File: config.mk
export PLATFORM = sky130hd
export DESIGN_NAME = sadc_ctrl
export DESIGN_NICKNAME = d
export VERILOG_FILES = /design/src/logic/sadc_pkg.sv /design/src/logic/sadc_ctrl.sv
export SDC_FILE = /design/constraint.sdc
export NUM_CORES = 1
export LEC_CHECK = 0
export BUFFER_PORTS_ARGS = -buffer_cell sky130_fd_sc_hd__buf_2
export CAP_MARGIN = 5
export CORE_MARGIN = 2
export CORE_UTILIZATION = 40
export DETAILED_ROUTE_END_ITERATION = 10
export GPL_ROUTABILITY_DRIVEN = 1
export HOLD_SLACK_MARGIN = 0.02
export PLACE_DENSITY = 0.62
export RECOVER_POWER = 50
export SKIP_CTS_REPAIR_TIMING = 1
export SYNTH_ARGS = -nofsm -noshare
export SYNTH_HDL_FRONTEND = slang
export SYNTH_SLANG_ARGS = --single-unit
File: constraint.sdc
create_clock -name clk -period 3.25 [get_ports clk]
set_clock_uncertainty 0.1 [all_clocks]
set_input_delay 0 -clock clk [delete_from_list [all_inputs] [get_ports clk]]
set_output_delay 0 -clock clk [all_outputs]
set_load 0.02 [all_outputs]
File: src/logic/sadc_pkg.sv
// Constants and types shared by the converter control block
package sadc_pkg;
    // Register indices (printed offsets are not multiples of four)
    localparam logic [7:0] REG_CSR_IDX  = 8'h70;
    localparam logic [7:0] REG_RESH_IDX = 8'h71;
    localparam logic [7:0] REG_RESL_IDX = 8'h72;
    localparam logic [9:0] CSR_BYTE = {REG_CSR_IDX, 2'h0};
    localparam logic [9:0] RESH_BYTE = {REG_RESH_IDX, 2'h0};
    localparam logic [9:0] RESL_BYTE = {REG_RESL_IDX, 2'h0};
    localparam logic [9:0] AUX_BYTE  = 10'h1D0;
    localparam logic [9:0] SIM_BYTE  = 10'h1D4;

    // Control/status field positions
    localparam int CSR_DONE_BIT  = 7;
    localparam int CSR_SPEED_BIT = 6;
    localparam int CSR_ON_BIT    = 5;
    localparam int CSR_CH_MSB    = 3;
    localparam int AUX_HALT_BIT  = 0;
    localparam int AUX_STAB_BIT  = 1;

    localparam logic [7:0] REG_RESET = 8'h00;
    localparam int RES_BITS = 10;

    // Converter clock dividers
    localparam logic [1:0] DIV_SLOW = 2'h3;
    localparam logic [1:0] DIV_FAST = 2'h1;
    // Last per-step wait count; a trial code stands three ticks before the comparator is trusted
    localparam logic [1:0] STEP_WAIT = 2'h2;

    // Settle time after halt wake-up
    localparam int CLK_MHZ = 40;
    localparam int STAB_US = 10;
    localparam int STAB_CYCLES = STAB_US * CLK_MHZ;

    typedef enum logic [1:0] {
        SADC_IDLE   = 2'b00,
        SADC_SAMPLE = 2'b01,
        SADC_STEP   = 2'b10,
        SADC_DONE   = 2'b11
    } sadc_state_t;
endpackage : sadc_pkg

File: src/logic/sadc_ctrl.sv
// Successive-approximation converter control and result registers
//
// Local design decision: the Wishbone slave port.
`timescale 1ns/10ps

// Overview of operation
// - four-bit field selects one of sixteen inputs
// - enable bit starts continuous conversion of channel
// - end of conversion sets done, stores result
// - high-byte read or control write clears done
// - every conversion overwrites both result bytes
// - over high reference saturates to all ones
// - below low reference gives zero result
// - result code monotonic in input
// - channel change aborts, clears done, restarts
// - speed bit picks divide four or two
// - clearing enable stops any conversion
// - low byte holds two bits, rest zero
// - high byte read-only, result bits nine..two
// - done read-only, other control fields writable
// - all registers reset to zero except aux settle bit, which reads one
// - wait mode does not affect converter
// - halt disables; settle time after wake
module sadc_ctrl
    import sadc_pkg::*;
#(
    parameter int STAB_COUNT = STAB_CYCLES
)(
    // Clock and reset
    input  wire logic        clk,
    input  wire logic        rst,
    // Wishbone slave
    input  wire logic        wb_cyc_i,
    input  wire logic        wb_stb_i,
    input  wire logic        wb_we_i,
    input  wire logic [11:0] wb_adr_i,
    input  wire logic [3:0]  wb_sel_i,
    input  wire logic [31:0] wb_dat_i,
    output logic      [31:0] wb_dat_o,
    output logic             wb_ack_o,
    // Power modes
    input  wire logic        cpu_halt,
    input  wire logic        cpu_wait,
    // Analog front end
    output logic      [3:0]  analog_input_n,
    output logic             sample_hold,
    output logic             converter_on,
    output logic      [9:0]  dac_trial,
    input  wire logic        comparator_above
);

    // Register state
    logic [7:0]  csr;
    logic [7:0]  next_csr;
    logic [9:0]  result;
    logic        done;
    // Conversion sequencer
    sadc_state_t state;
    wire logic [9:0] sar;
    logic [3:0]  bit_idx;
    logic [1:0]  step_wait;
    logic        load_trial;
    logic        step_go;
    logic        step_ok;
    logic        conv_end;
    // Converter clock enable
    logic [1:0]  div_cnt;
    logic [1:0]  div_last;
    logic        adc_tick;
    // Comparator synchroniser
    logic [2:0]  cmp_sync;
    logic        cmp_level;
    // Power modes
    logic        halt_q;
    logic [15:0] stab_cnt;
    logic        stab_ok;
    // Bus decode
    logic        req;
    logic        adr_top_zero;
    logic        sel_csr;
    logic        sel_resh;
    logic        sel_resl;
    logic        sel_aux;
    logic        csr_wr;
    logic        resh_rd;
    logic        ch_change;
    logic [3:0]  new_ch;

    // A held request is taken once; ack high blocks a second take
    assign req          = wb_cyc_i && wb_stb_i && !wb_ack_o;
    assign adr_top_zero = wb_adr_i[11:10] == 2'h0;
    assign new_ch       = wb_dat_i[CSR_CH_MSB:0];

    // Address decode on the full byte address
    always_comb
    begin
        sel_csr  = 1'b0;
        sel_resh = 1'b0;
        sel_resl = 1'b0;
        sel_aux  = 1'b0;
        if (!adr_top_zero)
        begin
            sel_csr = 1'b0;
        end
        else if (wb_adr_i[9:0] == CSR_BYTE)
        begin
            sel_csr = 1'b1;
        end
        else if (wb_adr_i[9:0] == RESH_BYTE)
        begin
            sel_resh = 1'b1;
        end
        else if (wb_adr_i[9:0] == RESL_BYTE)
        begin
            sel_resl = 1'b1;
        end
        else if (wb_adr_i[9:0] == AUX_BYTE)
        begin
            sel_aux = 1'b1;
        end
    end

    // Only byte lane 0 carries the register
    assign csr_wr    = req && wb_we_i && sel_csr && wb_sel_i[0];
    assign resh_rd   = req && !wb_we_i && sel_resh;
    // only a real channel change restarts
    assign ch_change = csr_wr && (new_ch != csr[CSR_CH_MSB:0]);

    // Bus answer one cycle after request
    always_ff @(posedge clk or posedge rst)
    begin
        if (rst)
            wb_ack_o <= 1'b0;
        else
            wb_ack_o <= req;
    end

    // Read data registered; unmapped reads return zero
    always_ff @(posedge clk or posedge rst)
    begin
        if (rst)
        begin
            wb_dat_o <= 32'h0000_0000;
        end
        else if (req && !wb_we_i)
        begin
            wb_dat_o <= 32'h0000_0000;
            if (sel_csr)
            begin
                wb_dat_o[7:0] <= {done, csr[6:0]};
            end
            else if (sel_resh)
            begin
                wb_dat_o[7:0] <= result[9:2];
            end
            else if (sel_resl)
            begin
                wb_dat_o[7:0] <= {6'h00, result[1:0]};
            end
            else if (sel_aux)
            begin
                wb_dat_o[7:0] <= {6'h00, stab_ok, halt_q};
            end
        end
    end

    // Reserved bit 4 and the done bit are never stored
    always_comb
    begin
        next_csr                = REG_RESET;
        next_csr[CSR_SPEED_BIT] = wb_dat_i[CSR_SPEED_BIT];
        next_csr[CSR_ON_BIT]    = wb_dat_i[CSR_ON_BIT];
        next_csr[CSR_CH_MSB:0]  = new_ch;
    end

    always_ff @(posedge clk or posedge rst)
    begin
        if (rst)
        begin
            csr <= REG_RESET;
        end
        else if (csr_wr)
        begin
            csr <= next_csr;
        end
    end

    assign analog_input_n = csr[CSR_CH_MSB:0];
    assign converter_on   = csr[CSR_ON_BIT] && !halt_q;

    // Comparator is asynchronous: three stages, last two must agree
    always_ff @(posedge clk or posedge rst)
    begin
        if (rst)
            cmp_sync <= 3'h0;
        else
            cmp_sync <= {cmp_sync[1:0], comparator_above};
    end

    always_ff @(posedge clk or posedge rst)
    begin
        if (rst)
            cmp_level <= 1'b0;
        else if (cmp_sync[2] == cmp_sync[1])
            cmp_level <= cmp_sync[2];
    end

    always_ff @(posedge clk or posedge rst)
    begin
        if (rst)
            halt_q <= 1'b0;
        else
            halt_q <= cpu_halt | (cpu_wait & 1'b0);
    end

    always_ff @(posedge clk or posedge rst)
    begin
        if (rst)
            stab_cnt <= 16'h0000;
        else if (halt_q)
            stab_cnt <= 16'(STAB_COUNT);
        else if (stab_cnt != 16'h0000)
            stab_cnt <= stab_cnt - 16'h0001;
    end
    // Status only; conversions are not held back while settling
    assign stab_ok = stab_cnt == 16'h0000;

    assign div_last = csr[CSR_SPEED_BIT] ? DIV_FAST : DIV_SLOW;
    // Restarted on a channel change so the sample phase is never cut short
    always_ff @(posedge clk or posedge rst)
    begin
        if (rst)
            div_cnt <= 2'h0;
        else if (!converter_on || adc_tick || ch_change)
            div_cnt <= 2'h0;
        else
            div_cnt <= div_cnt + 2'h1;
    end
    assign adc_tick = converter_on && div_cnt == div_last;

    // Sequencer strobes; a channel change outranks any step
    assign load_trial = adc_tick && !ch_change && state == SADC_SAMPLE;
    assign step_go    = adc_tick && state == SADC_STEP && step_wait == STEP_WAIT;
    assign step_ok    = step_go && !ch_change;
    assign conv_end   = step_ok && bit_idx == 4'h0;

    always_ff @(posedge clk or posedge rst)
    begin
        if (rst)
        begin
            state <= SADC_IDLE;
        end
        else if (!converter_on)
        begin
            state <= SADC_IDLE;
        end
        else if (ch_change)
        begin
            state <= SADC_SAMPLE;
        end
        else if (adc_tick)
        begin
            case (state)
                SADC_IDLE:
                    state <= SADC_SAMPLE;
                SADC_SAMPLE:
                    state <= SADC_STEP;
                SADC_STEP:
                begin
                    if (conv_end)
                        state <= SADC_DONE;
                end
                SADC_DONE:
                    state <= SADC_SAMPLE;
                default:
                    state <= SADC_IDLE;
            endcase
        end
    end

    // Each step waits out the comparator synchroniser latency
    always_ff @(posedge clk or posedge rst)
    begin
        if (rst)
        begin
            step_wait <= 2'h0;
        end
        else if (!converter_on || ch_change || state != SADC_STEP)
        begin
            step_wait <= 2'h0;
        end
        else if (step_go)
        begin
            step_wait <= 2'h0;
        end
        else if (adc_tick)
        begin
            step_wait <= step_wait + 2'h1;
        end
    end

    // Bit under trial, most significant first
    always_ff @(posedge clk or posedge rst)
    begin
        if (rst)
        begin
            bit_idx <= 4'h0;
        end
        else if (load_trial)
        begin
            bit_idx <= 4'(RES_BITS - 1);
        end
        else if (step_ok && bit_idx != 4'h0)
        begin
            bit_idx <= bit_idx - 4'h1;
        end
    end

    for (genvar b = 0; b < RES_BITS; b++)
    begin : g_sar_bit
        logic trial_q;
        always_ff @(posedge clk or posedge rst)
        begin
            if (rst)
                trial_q <= 1'b0;
            // Trial starts at half scale
            else if (load_trial)
                trial_q <= (b == RES_BITS - 1) ? 1'b1 : 1'b0;
            // Keep the bit only while the input is at or above the trial
            else if (step_ok && bit_idx == 4'(b))
                trial_q <= cmp_level;
            else if (step_ok && bit_idx == 4'(b + 1))
                trial_q <= 1'b1;
        end
        assign sar[b] = trial_q;
    end

    always_ff @(posedge clk or posedge rst)
    begin
        if (rst)
            result <= 10'h000;
        else if (conv_end)
            result <= {sar[9:1], cmp_level ? sar[0] : 1'b0};
    end

    always_ff @(posedge clk or posedge rst)
    begin
        if (rst)
            done <= 1'b0;
        else if (conv_end)
            done <= 1'b1;
        else if (resh_rd || csr_wr)
            done <= 1'b0;
    end

    assign sample_hold = state == SADC_SAMPLE;
    assign dac_trial   = sar;

endmodule : sadc_ctrl

* Word-level counts from Yosys, hierarchy flattened
Index checks and enable logic that the tools add are counted.
** Operators by class
- Add/sub/neg operators :: 4
- Equal/unequal tests :: 24
- Multiplexer cells :: 65
- Reductions and logical operators :: 59
** Operators with widths (count)
- $mux W1 :: 47
- $eq A10 B9 Y1 const B :: 4
- $reduce_bool A3 Y1 :: 11
- $mux W16 :: 2
- $logic_and A1 B1 Y1 :: 27
- $mux W2 :: 11
- $eq A4 B3 Y1 const B :: 4
- $logic_not A16 Y1 :: 1
- $mux W8 :: 2
- $reduce_bool A16 Y1 :: 1
- $sub A16 B1 Y16 const B :: 1
- $eq A4 B4 Y1 const B :: 3
- $eq A4 B2 Y1 const B :: 2
- $mux W4 :: 2
- $eq A2 B2 Y1 const B :: 3
- $pmux W2 S3 :: 1
- $reduce_bool A2 Y1 :: 3
- $logic_not A1 Y1 :: 5
- $logic_or A1 B1 Y1 :: 5
- $add A2 B1 Y2 const B :: 2
- $eq A4 B1 Y1 const B :: 1
- $logic_not A2 Y1 :: 2
- $logic_not A4 Y1 :: 1
- $ne A4 B4 Y1 :: 1
- other kinds (10) :: 10
** Storage, ports and cells
- Register bits after elaboration :: 67
- Input port bits :: 56
- Output and inout bits :: 49
- Logic and storage cells :: 175

* Longest topological paths before layout
- Word-level depth :: 14
- Mapped depth :: 9
- Depth with buffers taken out :: 7

* Worst setup path after synthesis
OpenSTA, ideal clock, no wires.
- Path type :: flip-flop to flip-flop
- Start point :: reg stab_cnt[0]
- End point :: reg stab_cnt[13]
- Setup time :: 0.132 ns
- Arrival :: 1.806 ns
- Required time :: 3.018 ns
- Slack :: 1.212 ns
- Cell stages (with the launch flop) :: 10
- Path buffers :: 2
- Period minus slack after synthesis :: 2.038 ns
- Path through :: dfrtp_1 > inv_1 > ha_1 > nor4b_2 > nand4bb_1 > clkbuf_1 > buf_2 > nand3_1 > xor2_1 > nor2_1
** On the way
- Cells in the longest elaborated chain, start to end :: 3
- Elaborated cells between the ends (all ways) :: 5
- Those cells by class :: add/sub: 1; mux: 2; reduce/logical: 2
** RTL lines
- start: declaration :: line sadc_ctrl.sv:75 : logic [15:0] stab_cnt;
- start signal: assignment :: line sadc_ctrl.sv:221 : stab_cnt <= 16'(STAB_COUNT);
- start signal: assignment :: line sadc_ctrl.sv:223 : stab_cnt <= stab_cnt - 16'h0001;
- $sub A16 B1 Y16 :: line sadc_ctrl.sv:223
- $mux W16 :: line sadc_ctrl.sv:222 : else if (stab_cnt != 16'h0000)
- $mux W16 :: line sadc_ctrl.sv:220 : else if (halt_q)
Parallel ways exist; a longest one is shown, timed or not. The select of a mux whose other input is x is not followed.
A chain may end at the register's enable or synchronous reset.

* Final worst setup path
- Start point :: reg wb_ack_o
- End point :: reg csr[0]
** On the way
- Cells in the longest elaborated chain, start to end :: 5
** RTL lines
- start: declaration :: line sadc_ctrl.sv:40 : output logic wb_ack_o,
- start signal: assignment :: line sadc_ctrl.sv:135 : wb_ack_o <= req;
- $logic_not A1 Y1 :: line sadc_ctrl.sv:90 : assign req = wb_cyc_i && wb_stb_i && !wb_ack_o;
- $logic_and A1 B1 Y1 :: line sadc_ctrl.sv:90
- net req :: line sadc_ctrl.sv:78 : logic req;
- $logic_and A1 B1 Y1 (3 in series) :: line sadc_ctrl.sv:124 : assign csr_wr = req && wb_we_i && sel_csr && wb_sel_i[0];
- end signal: assignment :: line sadc_ctrl.sv:184 : csr <= next_csr;
- end: declaration :: line sadc_ctrl.sv:53 : logic [7:0] csr;
The timed path passes the listed nets, and every way through them passes these cells.

==> parameters.txt <==
Parameter                              Value

Die
  Row cnt    35
  Area of the die    ~10,000 µm²
  Starting Density    slightly above 40%
  IO Count    roughly 110
  Height of the die    101.6 µm
  Horiz. Die Dim    slightly above 100 µm
  Core Footprint    about 9200 µm²

Drt
  Antenna-violating nets left    0
  DRC violations left    0
  Wire length reported by the detailed router    ~8400 µm
  Post-DR vias/cell    approximately 5.1
  First-pass iteration count of the detailed router    4
  Routed len/inst    around 15 µm
  1st-iter DRT viols    102
  Total number of vias    a little under 3,000

Timing
  Number of failing hold endpoints at the final stage    0
  Slew Limit Headroom    under 10%
  Total negative setup slack    0 ns
  Count of final max-slew check failures    0
  Period utilisation layout    between 80% and 90%
  Maximum achievable frequency    ~360 MHz
  Setup repair after global routing missed its margin    false
  Slew at the pin closest to its max-slew limit    roughly 1.4 ns
  Shortest clock period the worst path allows after layout    2.756 ns
  Number of setup violations in the final report    0

Synthesis
  Commonest register cell after synthesis    sky130_fd_sc_hd__dfrtp_1
  Number of instances in the synthesized netlist    380
  Synth cell types    57
  Total of flip-flops plus latches after synthesis    67
  Number of enable-type register cells in the synthesized netlist    0
  Share of synthesized registers carrying an async set or reset    between 90% and 100%
  Seq/Total Area, Yosys    43.96%
  Mean instance size in the synthesized netlist    around 10 µm²
  Warnings from Yosys    0
  Cell area after synthesis    between 3000 and 4000 µm²

Worst hold path
  Min-Delay Path Class    primary input to flip-flop

Setup path
  Max stage delay cell, worst path    sky130_fd_sc_hd__dlygate4sd3_1
  Peak per-stage delay on the critical path    ~0.6 ns
  Critical setup path kind    flip-flop to flip-flop
  Crit. path cell count    6
  Ordered cell list for the critical path    nand3b_1, dlygate4sd3_1, inv_1, nand3_1, nor2b_1, mux2_2
  Crit path buf inv count    2
  Crit. End Element    flip-flop
  Worst flop-to-flop path startpoint    wb_ack_o
  Critical path destination    csr[0]
  Req. time, crit path    ~3.4 ns
  Cell count of the worst reg-to-reg path    6
  Worst path top cell family by delay    simple AND/OR/NAND/NOR gates
  Kind of start point of the critical path    flip-flop
  Critical path launch point    wb_ack_o
  Arrival time reported for the critical path endpoint    ~2.9 ns
  R2r setup slk    about 0.49 ns
  RR Endpoint    csr[0]
  Maximum fanout encountered on the critical timing path    7

Placed design
  Routability congestion estimate from global placement    0.8251
  Count of buffers inserted at the top-level ports    50
  Final HPWL DP    around 6000 µm

Pwr
  Power density cells    approximately 400 nW/µm²
  Post-layout total power    1.717 mW
  Leak    1.902 nW
  Largest voltage drop on the vdd net    approximately 200 µV

Global route
  Wire length of the first global-routing pass    ~14,000 µm
  Number of antenna violations at the first check in global routing    0
  Via count of the first global-routing pass    around 2,700
  Total global routing track utilization    between 15 and 20%
  Total overflow reported by the global router    0
  Pin count of the biggest net entering global routing    26

Final layout
  Fraction of the core area covered by cells at the end of the flow    46.32%
  # nets final    494
  Fill cell total of the finished layout    approximately 900
  Inserted Diodes    0
  Area added between synthesis and finish    12.24%
  Layout cell share with drive strength beyond 1    ~17%

CTS
  Number of sinks on the clock net    67
  Clk buf depth    2
  Latest clock arrival within the worst-skew pair    around 0.35 ns
  CTS buffer count    9
  Clock transition at the register clock pins on the worst setup and hold paths after CTS    around 0.080 ns
  CTS root buffer    sky130_fd_sc_hd__clkbuf_8
  CTS tree    built
  Number of levels in the clock H-tree    3

Job
  Total of max-cap violations    0

Run status
  Result of the run    complete, no violations
-- worst reg2reg max path, stage by stage, from the launching register on --
cell	delay [ns]
sky130_fd_sc_hd__dfrtp_1	0.38
sky130_fd_sc_hd__nand3b_1	0.23
sky130_fd_sc_hd__dlygate4sd3_1	0.60
sky130_fd_sc_hd__inv_1	0.11
sky130_fd_sc_hd__nand3_1	0.21
sky130_fd_sc_hd__nor2b_1	0.60
sky130_fd_sc_hd__mux2_2	0.41
-- cell type report --
type	instances	area [µm²]	share of cell area [%]
Clock buffer	12	145.1	3.391
Sequential cell	67	1677	39.17
Timing Repair Buffer	69	384.1	8.974
Clock inverter	4	50.05	1.169
Multi-Input combinational cell	266	1803	42.12
Tap cell	129	161.4	3.771
Inverter	16	60.06	1.403
-- per-stage QoR --
stage	hold slack [ns]	instances	setup slack, ns	cell area (µm²)
after floorplan	-0.06857	403	1.212	3900
after global routing	0.08659	563	0.3402	4280
after detailed placement	-0.07116	536	0.7101	4011
after CTS	-0.4436	552	0.6838	4207
final	0.06747	563	0.4939	4280
after global placement	-0.07660	536	0.6919	4011
-- where the power goes --
| part | switching [mW] | internal [mW] |
|---|---|---|
| Sequential | 0.0205 | 0.853 |
| Clock | 0.319 | 0.375 |
| Combinational | 0.0956 | 0.0540 |
| Total | 0.436 | 1.28 |
-- how the worst min path moves through the flow --
stage	start	to	slack, ns	cells past startpoint
final	wb_adr_i[4]	wb_dat_o[0]	0.07	3
after global routing	wb_adr_i[4]	wb_dat_o[0]	0.09	3
after CTS	rst	bit_idx[0]	-0.44	2
after detailed placement	rst	cmp_sync[1]	-0.07	2
after global placement	rst	cmp_sync[1]	-0.08	2
after floorplan	comparator_above	cmp_sync[0]	-0.07	0
-- layout by cell type (no fill, tap or decap), types with 11 or more instances in the layout --
master                           n
sky130_fd_sc_hd__xor2_1         17
sky130_fd_sc_hd__buf_2          27
sky130_fd_sc_hd__nor3_1         12
sky130_fd_sc_hd__nor2_1         33
sky130_fd_sc_hd__nand2_1        31
sky130_fd_sc_hd__a21oi_1        12
sky130_fd_sc_hd__mux2_2         16
sky130_fd_sc_hd__conb_1         24
sky130_fd_sc_hd__o21ai_0        11
sky130_fd_sc_hd__dlygate4sd3_1  11
sky130_fd_sc_hd__clkbuf_1       27
sky130_fd_sc_hd__dfrtp_1        67
sky130_fd_sc_hd__inv_1          16
-- sequential cells by signal, indices dropped and copies added, names as in the netlist, 2 cells and up --
name               count
step_wait              2
result                10
csr                    6
stab_cnt              16
bit_idx                4
div_cnt                2
cmp_sync               3
wb_dat_o               8
g_sar_bit.trial_q     10
state                  2
-- Yosys cell counts, types with 3 or more instances --
| cell | n | area share, % |
|---|---|---|
| sky130_fd_sc_hd__a22o_1 | 3 | 0.69 |
| sky130_fd_sc_hd__a31oi_1 | 9 | 1.5 |
| sky130_fd_sc_hd__nand2_1 | 31 | 3.1 |
| sky130_fd_sc_hd__nor3_1 | 12 | 1.6 |
| sky130_fd_sc_hd__buf_4 | 39 | 7.7 |
| sky130_fd_sc_hd__o31ai_1 | 3 | 0.59 |
| sky130_fd_sc_hd__inv_1 | 16 | 1.6 |
| sky130_fd_sc_hd__nand3_1 | 7 | 0.92 |
| sky130_fd_sc_hd__dfrtp_1 | 67 | 44 |
| sky130_fd_sc_hd__nor2b_1 | 4 | 0.66 |
| sky130_fd_sc_hd__a211oi_1 | 6 | 1.2 |
| sky130_fd_sc_hd__xor2_1 | 17 | 3.9 |
| sky130_fd_sc_hd__a22oi_1 | 5 | 0.98 |
| sky130_fd_sc_hd__o21ai_0 | 11 | 1.4 |
| sky130_fd_sc_hd__nor2_1 | 33 | 3.2 |
| sky130_fd_sc_hd__nand2b_1 | 5 | 0.82 |
| sky130_fd_sc_hd__a21oi_1 | 12 | 1.6 |
| sky130_fd_sc_hd__buf_2 | 3 | 0.39 |
| sky130_fd_sc_hd__clkbuf_1 | 10 | 0.98 |
| sky130_fd_sc_hd__nand4_1 | 3 | 0.49 |
| sky130_fd_sc_hd__nand4b_1 | 4 | 0.92 |
| sky130_fd_sc_hd__nand3b_1 | 4 | 0.79 |
| sky130_fd_sc_hd__ha_1 | 9 | 3.0 |
| sky130_fd_sc_hd__and2_1 | 3 | 0.49 |
| sky130_fd_sc_hd__mux2_2 | 16 | 4.7 |
| sky130_fd_sc_hd__nor4_1 | 7 | 1.1 |
-- per-layer routing --
layer  up-vias  part of all wire [%]  global-route usage [%]
met2        76                    46                   25.91
met4         0                   1.8                   5.301
met1      1420                    47                   24.39
met5         -                     0                       0
li1       1381                     -                       -
met3        10                   4.8                   4.762
-- cell families (layout without fill, tap and decap cells) --
logic type | count (synthesis) | count (layout) | synth area share (%)
adders and majority gates | 10 | 10 | 3.215
and+or+nand+nor | 133 | 133 | 20.96
other | 1 | 24 | 0.09833
DFF | 67 | 67 | 43.96
muxes | 18 | 18 | 5.249
xor gates and xnor gates | 19 | 19 | 4.364
AOI/OAI and AO/OA | 62 | 62 | 11.12
buffers and inverters | 70 | 101 | 11.02
Power figures use the tool's default switching activity.
